**src/rmw_params.svh**
```systemverilog
// What this block does
// RULE1 - indivisible flag stays asserted across every read and write part of a sequence
// RULE2 - no bus grant is given while an indivisible sequence runs
// RULE3 - read S0: flag on, address, function code, size valid, read_write high
// RULE4 - read S1: address strobe and data strobe both asserted
// RULE5 - read: ack by end of S2 continues, else wait states sampled each falling edge
// RULE6 - read data captured at end of S4 of every read part
// RULE7 - S5 drops strobes; reads repeat; address, direction, code held for write part
// RULE8 - responder holds data and ack until strobes negate, then releases promptly
// RULE9 - idle gap asserts nothing new, does the modify; write part skipped if unneeded
// RULE10 - read_write stays read until write S0; data bus undriven before write S2
// RULE11 - write S0 drives read_write low; address may change
// RULE12 - write: address strobe S1, data on all 16 lines S2, data strobe S3
// RULE13 - write: ack by end of S2 ends one clock later, else wait states
// RULE14 - responder latches selected byte lanes, then acknowledges once stored
// RULE15 - write S5 drops strobes, holds address, data, direction, code; writes repeat
// RULE16 - special space (code 7) cycle type carried on address bits 19 to 16
// RULE17 - software breakpoint: word read type 0, number on bits 4..2, bit 1 clear
// RULE18 - soft breakpoint error gives illegal instruction, ack returns word (two byte reads); code splits into byte reads only on an 8-bit ack in S2
// RULE19 - hardware breakpoint: type 0 read, bits 4..2 ones, bit 1 set; error gives exception
// RULE20 - debug hardware holds breakpoint request until its acknowledge cycle appears
// RULE21 - low-power stop: waits for bus, type 3 write of mask level, acked internally
// RULE22 - halt asserted during the broadcast delays low-power entry
// RULE23 - register block 4 Kbytes, relocatable on 4K, base reached only at one special address
`ifndef RMW_PARAMS_SVH
`define RMW_PARAMS_SVH
`define RMW_FC_CPU 4'h7
`define RMW_TYPE_LSB 16
`define RMW_TYPE_BREAKPOINT_REQUEST 4'h0
`define RMW_TYPE_LOW_POWER_STOP 4'h3
`define RMW_TYPE_MBAR 4'h3
`define RMW_MBAR_ADDR 32'h0003FF00
`define RMW_BLOCK_BITS 12
`define RMW_HW_BREAKPOINT_REQUEST_NUM 3'h7
`define RMW_SIZE_BYTE 2'h1
`define RMW_SIZE_WORD 2'h2
`define RMW_ACK_PORT8 2'h2
`define RMW_STEP_WORD 32'h00000002
`define RMW_STEP_BYTE 32'h00000001
`define RMW_CPU_SPACE_BASE 32'h00000000
`endif

```
**src/rmw_pkg.sv**
```systemverilog
package rmw_pkg;
	typedef enum logic [2:0] {
		RMW_KIND_RMW,
		RMW_KIND_SWBKPT,
		RMW_KIND_LOW_POWER_STOP,
		RMW_KIND_MBAR_WR,
		RMW_KIND_MBAR_RD,
		RMW_KIND_HWBKPT
	} rmw_kind_t;
	typedef enum logic [3:0] {
		RMW_ST_IDLE,
		RMW_ST_S0,
		RMW_ST_S1,
		RMW_ST_S2,
		RMW_ST_SW,
		RMW_ST_S3,
		RMW_ST_S4,
		RMW_ST_S5,
		RMW_ST_GAP,
		RMW_ST_HALTW
	} rmw_state_t;
endpackage

```
**src/rmw_term_if.sv**
```systemverilog
`timescale 1ns/100ps
interface rmw_term_if;
	logic sample;
	logic internal_ack;
	logic clear;
	logic hit;
	logic bus_error_in;
	logic port8;
	logic halt_seen;
	modport seq (output sample, output internal_ack, output clear, input hit, input bus_error_in, input port8,
		input halt_seen);
	modport term (input sample, input internal_ack, input clear, output hit, output bus_error_in, output port8,
		output halt_seen);
endinterface

```
**src/rmw_term.sv**
```systemverilog
`timescale 1ns/100ps
`include "rmw_params.svh"
module rmw_term
	import rmw_pkg::*;
(
	input wire logic clk_in,
	input wire logic sys_rst_in,
	input wire logic ce_in,
	input wire logic [1:0] transfer_ack_n_in,
	input wire logic bus_error_n_in,
	input wire logic halt_n_in,
	rmw_term_if.term t
);
	wire ack_any = ~&transfer_ack_n_in;
	wire bus_error_in_now = ~bus_error_n_in;
	logic halt_q;
	assign t.hit = t.sample & (ack_any | t.internal_ack | bus_error_in_now);
	assign t.bus_error_in = t.sample & bus_error_in_now;
	assign t.port8 = ~t.internal_ack & (transfer_ack_n_in == `RMW_ACK_PORT8);
	assign t.halt_seen = halt_q | ~halt_n_in;
	// halt seen at any time in a cycle is remembered; a new halt wins over the clear
	always_ff @(posedge clk_in) begin
		if (sys_rst_in) begin
			halt_q <= 1'b0;
		end else if (ce_in) begin
			halt_q <= ~halt_n_in | (halt_q & ~t.clear);
		end
	end
endmodule

```
**src/rmw_seq.sv**
```systemverilog
`timescale 1ns/100ps
`include "rmw_params.svh"
module rmw_seq
	import rmw_pkg::*;
(
	input wire logic clk_in,
	input wire logic sys_rst_in,
	input wire logic ce_in,
	input wire logic cmd_valid_in,
	output logic cmd_ready_out,
	input wire rmw_kind_t cmd_kind_in,
	input wire logic [31:0] cmd_addr_in,
	input wire logic [3:0] cmd_fc_in,
	input wire logic [1:0] cmd_size_in,
	input wire logic cmd_two_in,
	input wire logic [2:0] cmd_breakpoint_request_num_in,
	input wire logic [2:0] interrupt_mask_level_in,
	input wire logic [31:0] cmd_data_in,
	output logic rd_valid_out,
	input wire logic mod_valid_in,
	input wire logic mod_write_in,
	input wire logic mod_two_in,
	input wire logic [31:0] mod_addr_in,
	input wire logic [31:0] mod_data_in,
	output logic done_out,
	output logic [31:0] result_out,
	output logic bus_error_out,
	output logic illegal_instr_out,
	output logic hw_breakpoint_request_exc_out,
	output logic breakpoint_request_word_valid_out,
	output logic low_power_stop_out,
	input wire logic bgnd_mode_in,
	input wire logic breakpoint_request_n_in,
	input wire logic bus_request_n_in,
	output logic bus_grant_n_out,
	input wire logic [31:0] probe_addr_in,
	output logic regblock_hit_out,
	output logic [31:0] addr_out,
	output logic [3:0] function_code_out,
	output logic [1:0] transfer_size_out,
	output logic read_write_out,
	output logic address_strobe_n_out,
	output logic data_strobe_n_out,
	output logic indivisible_cycle_flag_n_out,
	output logic [15:0] data_out,
	output logic data_oe_out,
	input wire logic [15:0] data_in,
	input wire logic [1:0] transfer_ack_n_in,
	input wire logic bus_error_n_in,
	input wire logic halt_n_in
);
	rmw_term_if tif();
	rmw_term u_term (
		.clk_in(clk_in),
		.sys_rst_in(sys_rst_in),
		.ce_in(ce_in),
		.transfer_ack_n_in(transfer_ack_n_in),
		.bus_error_n_in(bus_error_n_in),
		.halt_n_in(halt_n_in),
		.t(tif.term)
	);

	rmw_state_t state_q, state_d;
	rmw_kind_t kind_q;
	logic [31:0] addr_q, wdata_q, rdata_q, mbar_q;
	logic [3:0] fc_q;
	logic [1:0] size_q;
	logic rw_q, rmc_q, two_q, second_q, wodd_q, err_q, p8_q, bg_q, hit_q;
	logic [2:0] nout_q;

	wire writing = ~rw_q;
	wire idle = (state_q == RMW_ST_IDLE);
	wire hw_req = ~breakpoint_request_n_in & ~bgnd_mode_in;
	wire start_hw = idle & ~bg_q & hw_req;
	wire start_cmd = idle & ~bg_q & ~hw_req & cmd_valid_in;
	wire mbar_kind = (cmd_kind_in == RMW_KIND_MBAR_WR) | (cmd_kind_in == RMW_KIND_MBAR_RD);
	// base register only answers in cpu space at its one fixed address
	wire mbar_ok = (cmd_fc_in == `RMW_FC_CPU) & (cmd_addr_in == `RMW_MBAR_ADDR); // [RULE23]
	wire bus_start = start_hw | (start_cmd & ~mbar_kind);
	wire end_of_part = (state_q == RMW_ST_S5);
	wire more_parts = ~err_q & two_q & ~second_q;
	wire lp_kind = (kind_q == RMW_KIND_LOW_POWER_STOP);
	wire gap_go = (state_q == RMW_ST_GAP) & mod_valid_in;
	wire [31:0] step = (size_q == `RMW_SIZE_BYTE) ? `RMW_STEP_BYTE : `RMW_STEP_WORD;
	// cpu-space address: type on 19..16, breakpoint number on 4..2, flag on bit 1
	wire [31:0] sw_addr = {12'h000, `RMW_TYPE_BREAKPOINT_REQUEST, 11'h000, cmd_breakpoint_request_num_in, 1'b0, 1'b0}; // [RULE16] [RULE17]
	wire [31:0] hw_addr = {12'h000, `RMW_TYPE_BREAKPOINT_REQUEST, 11'h000, `RMW_HW_BREAKPOINT_REQUEST_NUM, 1'b1, 1'b0}; // [RULE19]
	wire [31:0] lp_addr = {12'h000, `RMW_TYPE_LOW_POWER_STOP, 16'h0000}; // [RULE16] [RULE21]
	wire [31:0] blk_mask = ~((32'h00000001 << `RMW_BLOCK_BITS) - 32'h00000001);

	assign cmd_ready_out = idle & ~bg_q & ~hw_req;
	assign tif.sample = (state_q == RMW_ST_S2) | ((state_q == RMW_ST_SW) & wodd_q); // [RULE5] [RULE13]
	assign tif.internal_ack = lp_kind; // [RULE21]
	// stored halt dropped in the stop wait, so after its first cycle only a halt held in this or the previous cycle keeps it waiting
	assign tif.clear = idle | (state_q == RMW_ST_HALTW); // [RULE22]
	assign addr_out = addr_q;
	assign function_code_out = fc_q;
	assign transfer_size_out = size_q;
	assign read_write_out = rw_q;
	assign indivisible_cycle_flag_n_out = ~rmc_q;
	assign bus_grant_n_out = ~bg_q;
	assign data_out = wdata_q[15:0];
	assign regblock_hit_out = hit_q;

	// strobes follow the state register
	wire strobe_span = (state_q == RMW_ST_S2) | (state_q == RMW_ST_SW) | (state_q == RMW_ST_S3)
		| (state_q == RMW_ST_S4);
	assign address_strobe_n_out = ~((state_q == RMW_ST_S1) | strobe_span); // [RULE4] [RULE12]
	assign data_strobe_n_out = ~(writing ? ((state_q == RMW_ST_S3) | (state_q == RMW_ST_S4)) // [RULE12]
		: ((state_q == RMW_ST_S1) | strobe_span)); // [RULE4] [RULE7]
	assign data_oe_out = writing & ~idle & (state_q != RMW_ST_S0) & (state_q != RMW_ST_S1)
		& (state_q != RMW_ST_GAP) & (state_q != RMW_ST_HALTW); // [RULE10] [RULE12] [RULE15]

	always_comb begin
		state_d = state_q;
		case (state_q)
			RMW_ST_IDLE: begin
				if (bus_start) begin
					state_d = RMW_ST_S0;
				end
			end
			RMW_ST_S0: state_d = RMW_ST_S1;
			RMW_ST_S1: state_d = RMW_ST_S2;
			RMW_ST_S2: state_d = tif.hit ? RMW_ST_S3 : RMW_ST_SW; // [RULE5] [RULE13]
			RMW_ST_SW: state_d = tif.hit ? RMW_ST_S3 : RMW_ST_SW;
			RMW_ST_S3: state_d = RMW_ST_S4;
			RMW_ST_S4: state_d = RMW_ST_S5;
			RMW_ST_S5: begin
				if (more_parts) begin
					state_d = RMW_ST_S0; // [RULE7] [RULE15]
				end else if (lp_kind) begin
					state_d = RMW_ST_HALTW;
				end else if (kind_q == RMW_KIND_RMW && !writing && !err_q) begin
					state_d = RMW_ST_GAP; // [RULE9]
				end else begin
					state_d = RMW_ST_IDLE;
				end
			end
			RMW_ST_GAP: begin
				if (mod_valid_in) begin
					state_d = mod_write_in ? RMW_ST_S0 : RMW_ST_IDLE; // [RULE9]
				end
			end
			RMW_ST_HALTW: state_d = tif.halt_seen ? RMW_ST_HALTW : RMW_ST_IDLE; // [RULE22]
			default: state_d = RMW_ST_IDLE;
		endcase
	end

	wire last_end = end_of_part & ~more_parts;
	wire finish = (last_end & ~lp_kind & ~(kind_q == RMW_KIND_RMW & ~writing & ~err_q))
		| (gap_go & ~mod_write_in) | ((state_q == RMW_ST_HALTW) & ~tif.halt_seen);

	always_ff @(posedge clk_in) begin
		if (sys_rst_in) begin
			state_q <= RMW_ST_IDLE;
			wodd_q <= 1'b0;
		end else if (ce_in) begin
			state_q <= state_d;
			wodd_q <= (state_q == RMW_ST_SW) ? ~wodd_q : 1'b0;
		end
	end

	// address, code, direction and write data registers
	always_ff @(posedge clk_in) begin
		if (sys_rst_in) begin
			addr_q <= 32'h00000000;
			fc_q <= 4'h0;
			size_q <= `RMW_SIZE_WORD;
			rw_q <= 1'b1;
			wdata_q <= 32'h00000000;
			kind_q <= RMW_KIND_RMW;
			two_q <= 1'b0;
			second_q <= 1'b0;
		end else if (ce_in) begin
			if (start_hw) begin
				kind_q <= RMW_KIND_HWBKPT;
				addr_q <= hw_addr;
				fc_q <= `RMW_FC_CPU;
				size_q <= `RMW_SIZE_WORD;
				rw_q <= 1'b1; // [RULE19]
				two_q <= 1'b0;
				second_q <= 1'b0;
			end else if (start_cmd && !mbar_kind) begin
				kind_q <= cmd_kind_in;
				second_q <= 1'b0;
				case (cmd_kind_in)
					RMW_KIND_SWBKPT: begin
						addr_q <= sw_addr;
						fc_q <= `RMW_FC_CPU;
						size_q <= `RMW_SIZE_WORD;
						rw_q <= 1'b1;
						two_q <= 1'b0;
					end
					RMW_KIND_LOW_POWER_STOP: begin
						addr_q <= lp_addr;
						fc_q <= `RMW_FC_CPU;
						size_q <= `RMW_SIZE_WORD;
						rw_q <= 1'b0;
						wdata_q <= {29'h00000000, interrupt_mask_level_in}; // [RULE21]
						two_q <= 1'b0;
					end
					default: begin
						addr_q <= cmd_addr_in;
						fc_q <= cmd_fc_in;
						size_q <= cmd_size_in;
						rw_q <= 1'b1; // [RULE3]
						wdata_q <= cmd_data_in;
						two_q <= cmd_two_in;
					end
				endcase
			end else if (gap_go && mod_write_in) begin
				addr_q <= mod_addr_in; // [RULE11]
				// two writes: upper half goes out first, so it sits in the low half
				wdata_q <= mod_two_in ? {mod_data_in[15:0], mod_data_in[31:16]} : mod_data_in; // [RULE15]
				rw_q <= 1'b0; // [RULE10] [RULE11]
				two_q <= mod_two_in;
				second_q <= 1'b0;
			end else if (end_of_part && more_parts) begin
				addr_q <= addr_q + step;
				second_q <= 1'b1;
				if (writing) begin
					wdata_q <= {16'h0000, wdata_q[31:16]}; // [RULE15]
				end
			end else if (state_q == RMW_ST_S2 && kind_q == RMW_KIND_SWBKPT && tif.hit && tif.port8
				&& !second_q) begin
				two_q <= 1'b1; // [RULE18]
				size_q <= `RMW_SIZE_BYTE;
			end
		end
	end

	// read capture, error and port size tracking
	always_ff @(posedge clk_in) begin
		if (sys_rst_in) begin
			rdata_q <= 32'h00000000;
			err_q <= 1'b0;
			p8_q <= 1'b0;
		end else if (ce_in) begin
			if (bus_start) begin
				err_q <= 1'b0;
				p8_q <= 1'b0;
			end else if (tif.hit) begin
				err_q <= tif.bus_error_in;
				p8_q <= tif.port8;
			end
			if (state_q == RMW_ST_S4 && !writing) begin
				rdata_q <= p8_q ? {rdata_q[23:0], data_in[15:8]} : {rdata_q[15:0], data_in}; // [RULE6] [RULE18]
			end
		end
	end

	// indivisible flag, grant and register block base
	always_ff @(posedge clk_in) begin
		if (sys_rst_in) begin
			rmc_q <= 1'b0;
			bg_q <= 1'b0;
			mbar_q <= 32'h00000000;
			hit_q <= 1'b0;
		end else if (ce_in) begin
			if (start_cmd && cmd_kind_in == RMW_KIND_RMW) begin
				rmc_q <= 1'b1; // [RULE1] [RULE3]
			end else if (finish) begin
				rmc_q <= 1'b0;
			end
			bg_q <= idle & ~bus_start & ~bus_request_n_in & ~rmc_q & (bg_q | ~cmd_valid_in); // [RULE2]
			if (start_cmd && cmd_kind_in == RMW_KIND_MBAR_WR && mbar_ok) begin
				mbar_q <= cmd_data_in & blk_mask; // [RULE23]
			end
			hit_q <= ((probe_addr_in & blk_mask) == mbar_q);
		end
	end

	// completion pulses
	always_ff @(posedge clk_in) begin
		if (sys_rst_in) begin
			done_out <= 1'b0;
			result_out <= 32'h00000000;
			bus_error_out <= 1'b0;
			illegal_instr_out <= 1'b0;
			hw_breakpoint_request_exc_out <= 1'b0;
			breakpoint_request_word_valid_out <= 1'b0;
			low_power_stop_out <= 1'b0;
			rd_valid_out <= 1'b0;
		end else if (ce_in) begin
			done_out <= finish | (start_cmd & mbar_kind);
			bus_error_out <= (finish & err_q) | (start_cmd & mbar_kind & ~mbar_ok); // [RULE23]
			illegal_instr_out <= last_end & err_q & (kind_q == RMW_KIND_SWBKPT); // [RULE18]
			hw_breakpoint_request_exc_out <= last_end & err_q & (kind_q == RMW_KIND_HWBKPT); // [RULE19]
			breakpoint_request_word_valid_out <= last_end & ~err_q & (kind_q == RMW_KIND_SWBKPT); // [RULE18]
			low_power_stop_out <= (state_q == RMW_ST_HALTW) & ~tif.halt_seen; // [RULE22]
			rd_valid_out <= last_end & (kind_q == RMW_KIND_RMW) & ~writing & ~err_q;
			if (start_cmd && cmd_kind_in == RMW_KIND_MBAR_RD) begin
				result_out <= mbar_ok ? mbar_q : 32'h00000000; // [RULE23]
			end else if (last_end && !writing) begin
				result_out <= (kind_q == RMW_KIND_SWBKPT && p8_q) ? {16'h0000, rdata_q[15:0]} : rdata_q;
			end
		end
	end

	property p_rmc_hold;
		@(posedge clk_in) disable iff (sys_rst_in)
		(state_q == RMW_ST_GAP) |-> rmc_q && rw_q;
	endproperty
	a_rmc_hold: assert property (p_rmc_hold) else $error("flag or direction dropped in gap"); // [RULE1] [RULE10]

	property p_no_grant;
		@(posedge clk_in) disable iff (sys_rst_in)
		rmc_q |-> bus_grant_n_out;
	endproperty
	a_no_grant: assert property (p_no_grant) else $error("grant during indivisible sequence"); // [RULE2]

	property p_read_s1;
		@(posedge clk_in) disable iff (sys_rst_in)
		ce_in && state_q == RMW_ST_S0 && rw_q |=> !address_strobe_n_out && !data_strobe_n_out;
	endproperty
	a_read_s1: assert property (p_read_s1) else $error("read strobes not asserted in S1"); // [RULE4]

	property p_s0_idle_strobes;
		@(posedge clk_in) disable iff (sys_rst_in)
		(state_q == RMW_ST_S0 || state_q == RMW_ST_S5) |-> address_strobe_n_out && data_strobe_n_out;
	endproperty
	a_s0_idle_strobes: assert property (p_s0_idle_strobes) else $error("strobe asserted in S0 or S5"); // [RULE7]

	property p_wdata_late;
		@(posedge clk_in) disable iff (sys_rst_in)
		(state_q == RMW_ST_S1 || state_q == RMW_ST_GAP) |-> !data_oe_out;
	endproperty
	a_wdata_late: assert property (p_wdata_late) else $error("data bus driven before S2"); // [RULE10]

	property p_write_ds;
		@(posedge clk_in) disable iff (sys_rst_in)
		ce_in && state_q == RMW_ST_S1 && !rw_q |=> data_strobe_n_out && data_oe_out && !address_strobe_n_out;
	endproperty
	a_write_ds: assert property (p_write_ds) else $error("write S2 signalling wrong"); // [RULE12]

	property p_fast_end;
		@(posedge clk_in) disable iff (sys_rst_in)
		ce_in && tif.hit && state_q == RMW_ST_S2 ##1 ce_in ##1 ce_in |=> state_q == RMW_ST_S5;
	endproperty
	a_fast_end: assert property (p_fast_end) else $error("cycle did not end after ack"); // [RULE5] [RULE13]

	property p_lp_space;
		@(posedge clk_in) disable iff (sys_rst_in)
		kind_q == RMW_KIND_LOW_POWER_STOP && state_q == RMW_ST_S1 |-> fc_q == `RMW_FC_CPU
			&& addr_q[19:16] == `RMW_TYPE_LOW_POWER_STOP && !rw_q && wdata_q[31:3] == 29'h00000000;
	endproperty
	a_lp_space: assert property (p_lp_space) else $error("stop broadcast encoding wrong"); // [RULE21]

	property p_hw_addr;
		@(posedge clk_in) disable iff (sys_rst_in)
		kind_q == RMW_KIND_HWBKPT && state_q == RMW_ST_S1 |-> addr_q[4:1] == 4'hF && addr_q[19:16] == 4'h0;
	endproperty
	a_hw_addr: assert property (p_hw_addr) else $error("hardware breakpoint address wrong"); // [RULE19]

	property p_halt_delay;
		@(posedge clk_in) disable iff (sys_rst_in)
		state_q == RMW_ST_HALTW && tif.halt_seen |=> !low_power_stop_out;
	endproperty
	a_halt_delay: assert property (p_halt_delay) else $error("stop entered under halt"); // [RULE22]
endmodule

```
**config.mk**
```make
export PLATFORM = sky130hd
export DESIGN_NAME = rmw_seq
export DESIGN_NICKNAME = d
export VERILOG_FILES = /design/src/rmw_pkg.sv /design/src/rmw_term_if.sv /design/src/rmw_term.sv /design/src/rmw_seq.sv
export VERILOG_INCLUDE_DIRS = /design/src /design/src/src
export SDC_FILE = /design/constraint.sdc
export NUM_CORES = 1
export LEC_CHECK = 0
export CAP_MARGIN = 20
export CORE_MARGIN = 2
export CORE_UTILIZATION = 65
export CTS_CLUSTER_DIAMETER = 50
export DETAILED_ROUTE_END_ITERATION = 12
export DONT_BUFFER_PORTS = 1
export PLACE_DENSITY_LB_ADDON = 0.2
export SLEW_MARGIN = 10
export SYNTH_ARGS = -nofsm -noshare
export SYNTH_HDL_FRONTEND = slang
export SYNTH_SLANG_ARGS = --single-unit
```
**constraint.sdc**
```tcl
create_clock -name clk_in -period 7.2 [get_ports clk_in]
set_input_delay 1.44 -clock clk_in [delete_from_list [all_inputs] [get_ports clk_in]]
set_output_delay 1.44 -clock clk_in [all_outputs]
set_load 0.1 [all_outputs]
```
==> summary.txt <==
GRT
  – Number of antenna violations at the first check in global routing: 0
  – Total congestion overflow: 0
  – First-pass GRT wire length: 46200 um
  – Overall track demand over capacity in global routing: 0.354
  – Vias in the first global route: 8702
  – Largest net degree at the start of global routing: 172

Final layout
  – Signed area change from the synthesized netlist to the final layout: 5.24%
  – Number of nets in the finished design: 1400
  – Post-layout instance area: 10600 um^2
  – Fillcell total: 1260
  – Proportion of layout cells with a drive suffix above 1: 0.105
  – Antenna cell count: 0

Pwr
  – Cell internal power dissipation: 1.73 mW
  – P_sw: 1.02 mW
  – Switching power share of the total: 0.371
  – Comb power frac: 0.190
  – Relative contribution of sequential cells to total power: 0.460
  – Power per cell area: 259 nW/um^2
  – Clock network fraction of total power: 0.351
  – Worst ir drop on vdd: 0.180 mV
  – Leakage Power: 3.53 nW

Job
  – Max-cap check violation count: 0

STA
  – Setup repair after global routing missed its margin: false
  – FMAX: 232 MHz
  – Min Clock Period, post-route: 4.30 ns
  – Total count of hold-check failures in the final report: 0
  – Final worst-path cycle share: 0.598
  – Worst-case hold slack: 0.483 ns
  – Max-slew headroom: 0.223
  – Post-layout worst setup margin: 2.90 ns
  – Slew at the pin closest to its max-slew limit: 1.16 ns
  – Total Negative Setup Slacks: 0 ns
  – Clock skew after layout: 0.0115 ns
  – Setup violation total in the final timing report: 0
  – Final Max Tran Viols: 0

Placement
  – Post-Place Setup Slack: 3.07 ns
  – HPWL reported at the end of detailed placement: 21800 um
  – I/O Buffers: 0
  – Global placement routability congestion: 0.939
  – Area after DPL: 9980 um^2

CTS
  – Later-pin clock latency in the skew report: 0.43 ns
  – Number of sinks handled by clock tree synthesis: 178
  – Maximum count of clock buffers along a single path: 2
  – Resized cells post-CTS: 0
  – Cell at the root of the clock tree: sky130_fd_sc_hd__clkbuf_16
  – TritonCTS clock tree: built
  – # H-tree levels: 4
  – Num CTS Buffers: 17
  – Clock transition time at the flip-flop clock pins of the worst setup and hold paths: 0.07 ns
  – Number of buffers added for setup after CTS: 0
  – Hold_buf cts: 0

Die
  – Starting density of the core: 0.666
  – Area of the die: 16600 um^2
  – X dimension of the die: 129 um
  – Std-Cell Rows: 45
  – Die Y: 129 um
  – Number of placed I/O pins: 307
  – Core ar.: 15200 um^2

Drt
  – Number of vias after detailed routing: 9525
  – Via density: 6.84
  – Wire length per cell: 22.2 um
  – Number of routed nets with antenna violations: 0
  – DRC violation total after the first TritonRoute iteration: 1263
  – Drt pass-1 iters: 8
  – Remaining design rule violation count: 0
  – Total Routed Length: 30900 um

Critical path
  – Cells along the critical path: inv_1 -> nand2_1 -> nor2_2
  – Classification of the worst setup path: flip-flop to primary output
  – Cell count of the worst reg-to-reg path: 10
  – Worst EP required: 5.76 ns
  – Delay of the slowest critical-path stage: 0.92 ns
  – Largest fanout on the critical path: 7
  – Capturing element type of the critical path: primary output
  – Crit path DAT: 2.86 ns
  – Type of origin of the critical path: flip-flop
  – Slowest library cell on the worst path: sky130_fd_sc_hd__nor2_2

Synth
  – Most frequent cell after synthesis: sky130_fd_sc_hd__nor2_1
  – Total standard cell area after synthesis: 10100 um^2
  – Number of enable flip-flop cells after synthesis: 0
  – Count of unique library cells instantiated by Yosys: 72
  – Dominant cell type by area after synthesis: sky130_fd_sc_hd__dfxtp_1
  – Commonest cells post-synth: sky130_fd_sc_hd__nor2_1 (198), sky130_fd_sc_hd__dfxtp_1 (178), sky130_fd_sc_hd__a21oi_1 (111)
  – Synth area leaders: sky130_fd_sc_hd__dfxtp_1 (35%), sky130_fd_sc_hd__mux2i_1 (8.8%), sky130_fd_sc_hd__nor2_1 (7.3%), sky130_fd_sc_hd__a21oi_1 (5.5%), sky130_fd_sc_hd__a211oi_1 (4.5%)
  – Total nets after synthesis: 1472
  – Share of async-settable or async-resettable flops after synthesis: 0
  – Mean Syn Cell Area: 8.01 um^2
  – Ys flop type: sky130_fd_sc_hd__dfxtp_1
  – FF+latch count, synth: 178
  – Yosys top cell area share: 0.352
  – Number of warning messages in the yosys log: 0
  – Sequential-to-total area share from yosys stat: 0.352
  – Gate count of the mapped netlist: 1263

Run status
  – Result of the run: finished, final reports clean

Min path
  – Hold Path Cell Cnt: 2
  – Type of the worst min-delay path: flip-flop to flip-flop
==> area by class of cell <==
| class | count | area [um^2] | share of cell area |
|---|---|---|---|
| flip-flops and latches | 178 | 3560 | 0.335 |
| clock inverters | 15 | 191 | 0.0180 |
| inverters | 16 | 60.1 | 0.00564 |
| multi-input cells | 952 | 5950 | 0.559 |
| repair buffers | 26 | 219 | 0.0206 |
| clock buffers | 17 | 425 | 0.0400 |
| well taps | 188 | 235 | 0.0221 |
==> worst paths after layout <==
| check | from | end | slack, ns |
|---|---|---|---|
| min reg2reg | two_q$_SDFFE_PP0P_ | two_q$_SDFFE_PP0P_ | 0.48 |
| max reg2reg | transfer_size_out[0]$_SDFFE_PP0P_ | addr_out[12]$_SDFFE_PP0P_ | 3.21 |
| min | two_q$_SDFFE_PP0P_ | two_q$_SDFFE_PP0P_ | 0.48 |
| max | bg_q$_SDFFE_PP0P_ | cmd_ready_out | 2.90 |
==> through the flow <==
| stage | power [mW] | util | instances |
|---|---|---|---|
| 6_report | 2.76 | 0.700 | 1392 |
| 3_3_place_gp | 1.78 | 0.657 | 1357 |
| 3_5_place_dp | 1.79 | 0.657 | 1357 |
| 4_1_cts | 2.75 | 0.697 | 1389 |
| 2_1_floorplan | 1.72 | - | 1263 |
| 5_1_grt | 2.85 | 0.700 | 1392 |
==> routing by layer <==
metal | vias to the layer above | share of wire | global-route usage
li1 | 4458 | - | -
met1 | 4434 | 0.38 | 0.423
met2 | 553 | 0.48 | 0.591
met3 | 80 | 0.11 | 0.104
met4 | 0 | 0.037 | 0.162
met5 | - | 0 | 0
==> registers in the layout, indices dropped and copies added, names as in the netlist, 2 cells and up <==
| signal | count |
|---|---|
| rdata_q | 32 |
| addr_out | 32 |
| wdata_q | 32 |
| kind_q | 3 |
| function_code_out | 4 |
| mbar_q | 20 |
| state_q | 4 |
| transfer_size_out | 2 |
| result_out | 32 |
==> worst max-delay path, delay by kind of cell, from the launching register on <==
kind | cells | cell delay [ns]
flip-flops | 1 | 0.35
AND/OR/NAND/NOR | 2 | 1.32
buffers and inverters | 1 | 0.76
==> cell usage in the layout, fill, tap and decap left out, types with 8 or more instances in the layout <==
cell type                   instances
sky130_fd_sc_hd__nand2_1          103
sky130_fd_sc_hd__xnor2_1           14
sky130_fd_sc_hd__o211ai_1           8
sky130_fd_sc_hd__nand4_1           20
sky130_fd_sc_hd__o31ai_1            8
sky130_fd_sc_hd__o21ai_0           32
sky130_fd_sc_hd__a21oi_1          111
sky130_fd_sc_hd__a211oi_2          28
sky130_fd_sc_hd__a221oi_1          23
sky130_fd_sc_hd__mux2i_1           89
sky130_fd_sc_hd__and3_1            11
sky130_fd_sc_hd__clkbuf_16         17
sky130_fd_sc_hd__nand2b_1           8
sky130_fd_sc_hd__a31oi_1           12
sky130_fd_sc_hd__xor2_1            13
sky130_fd_sc_hd__inv_1             14
sky130_fd_sc_hd__nor2_1           195
sky130_fd_sc_hd__a211oi_1          60
sky130_fd_sc_hd__nor4_1            11
sky130_fd_sc_hd__nor3_1            43
sky130_fd_sc_hd__nor2_2            13
sky130_fd_sc_hd__nor2b_1           11
sky130_fd_sc_hd__dfxtp_1          177
sky130_fd_sc_hd__buf_4             23
sky130_fd_sc_hd__a22oi_1           15
sky130_fd_sc_hd__nand3_1           33
==> power groups by stage <==
stage                     clock network [mW]  registers [mW]  logic [mW]
after floorplan                            0            1.24       0.476
after global placement                     0            1.29       0.498
after detailed placement                   0            1.29       0.505
after CTS                              0.972            1.27       0.509
after global routing                    1.01            1.27       0.565
final                                  0.966            1.27       0.522
==> cells by family (layout without fill, tap and decap cells) <==
family                     count (synthesis)  after routing  synth area share
and+or+nand+nor                          492            492             0.229
AOI/OAI and AO/OA                        340            340             0.237
DFF                                      178            178             0.352
buffers and inverters                    133             74            0.0648
muxes                                     90             90            0.0892
xor gates and xnor gates                  27             27            0.0234
adders and majority gates                  3              3           0.00445
Power figures use the tool's default switching activity.
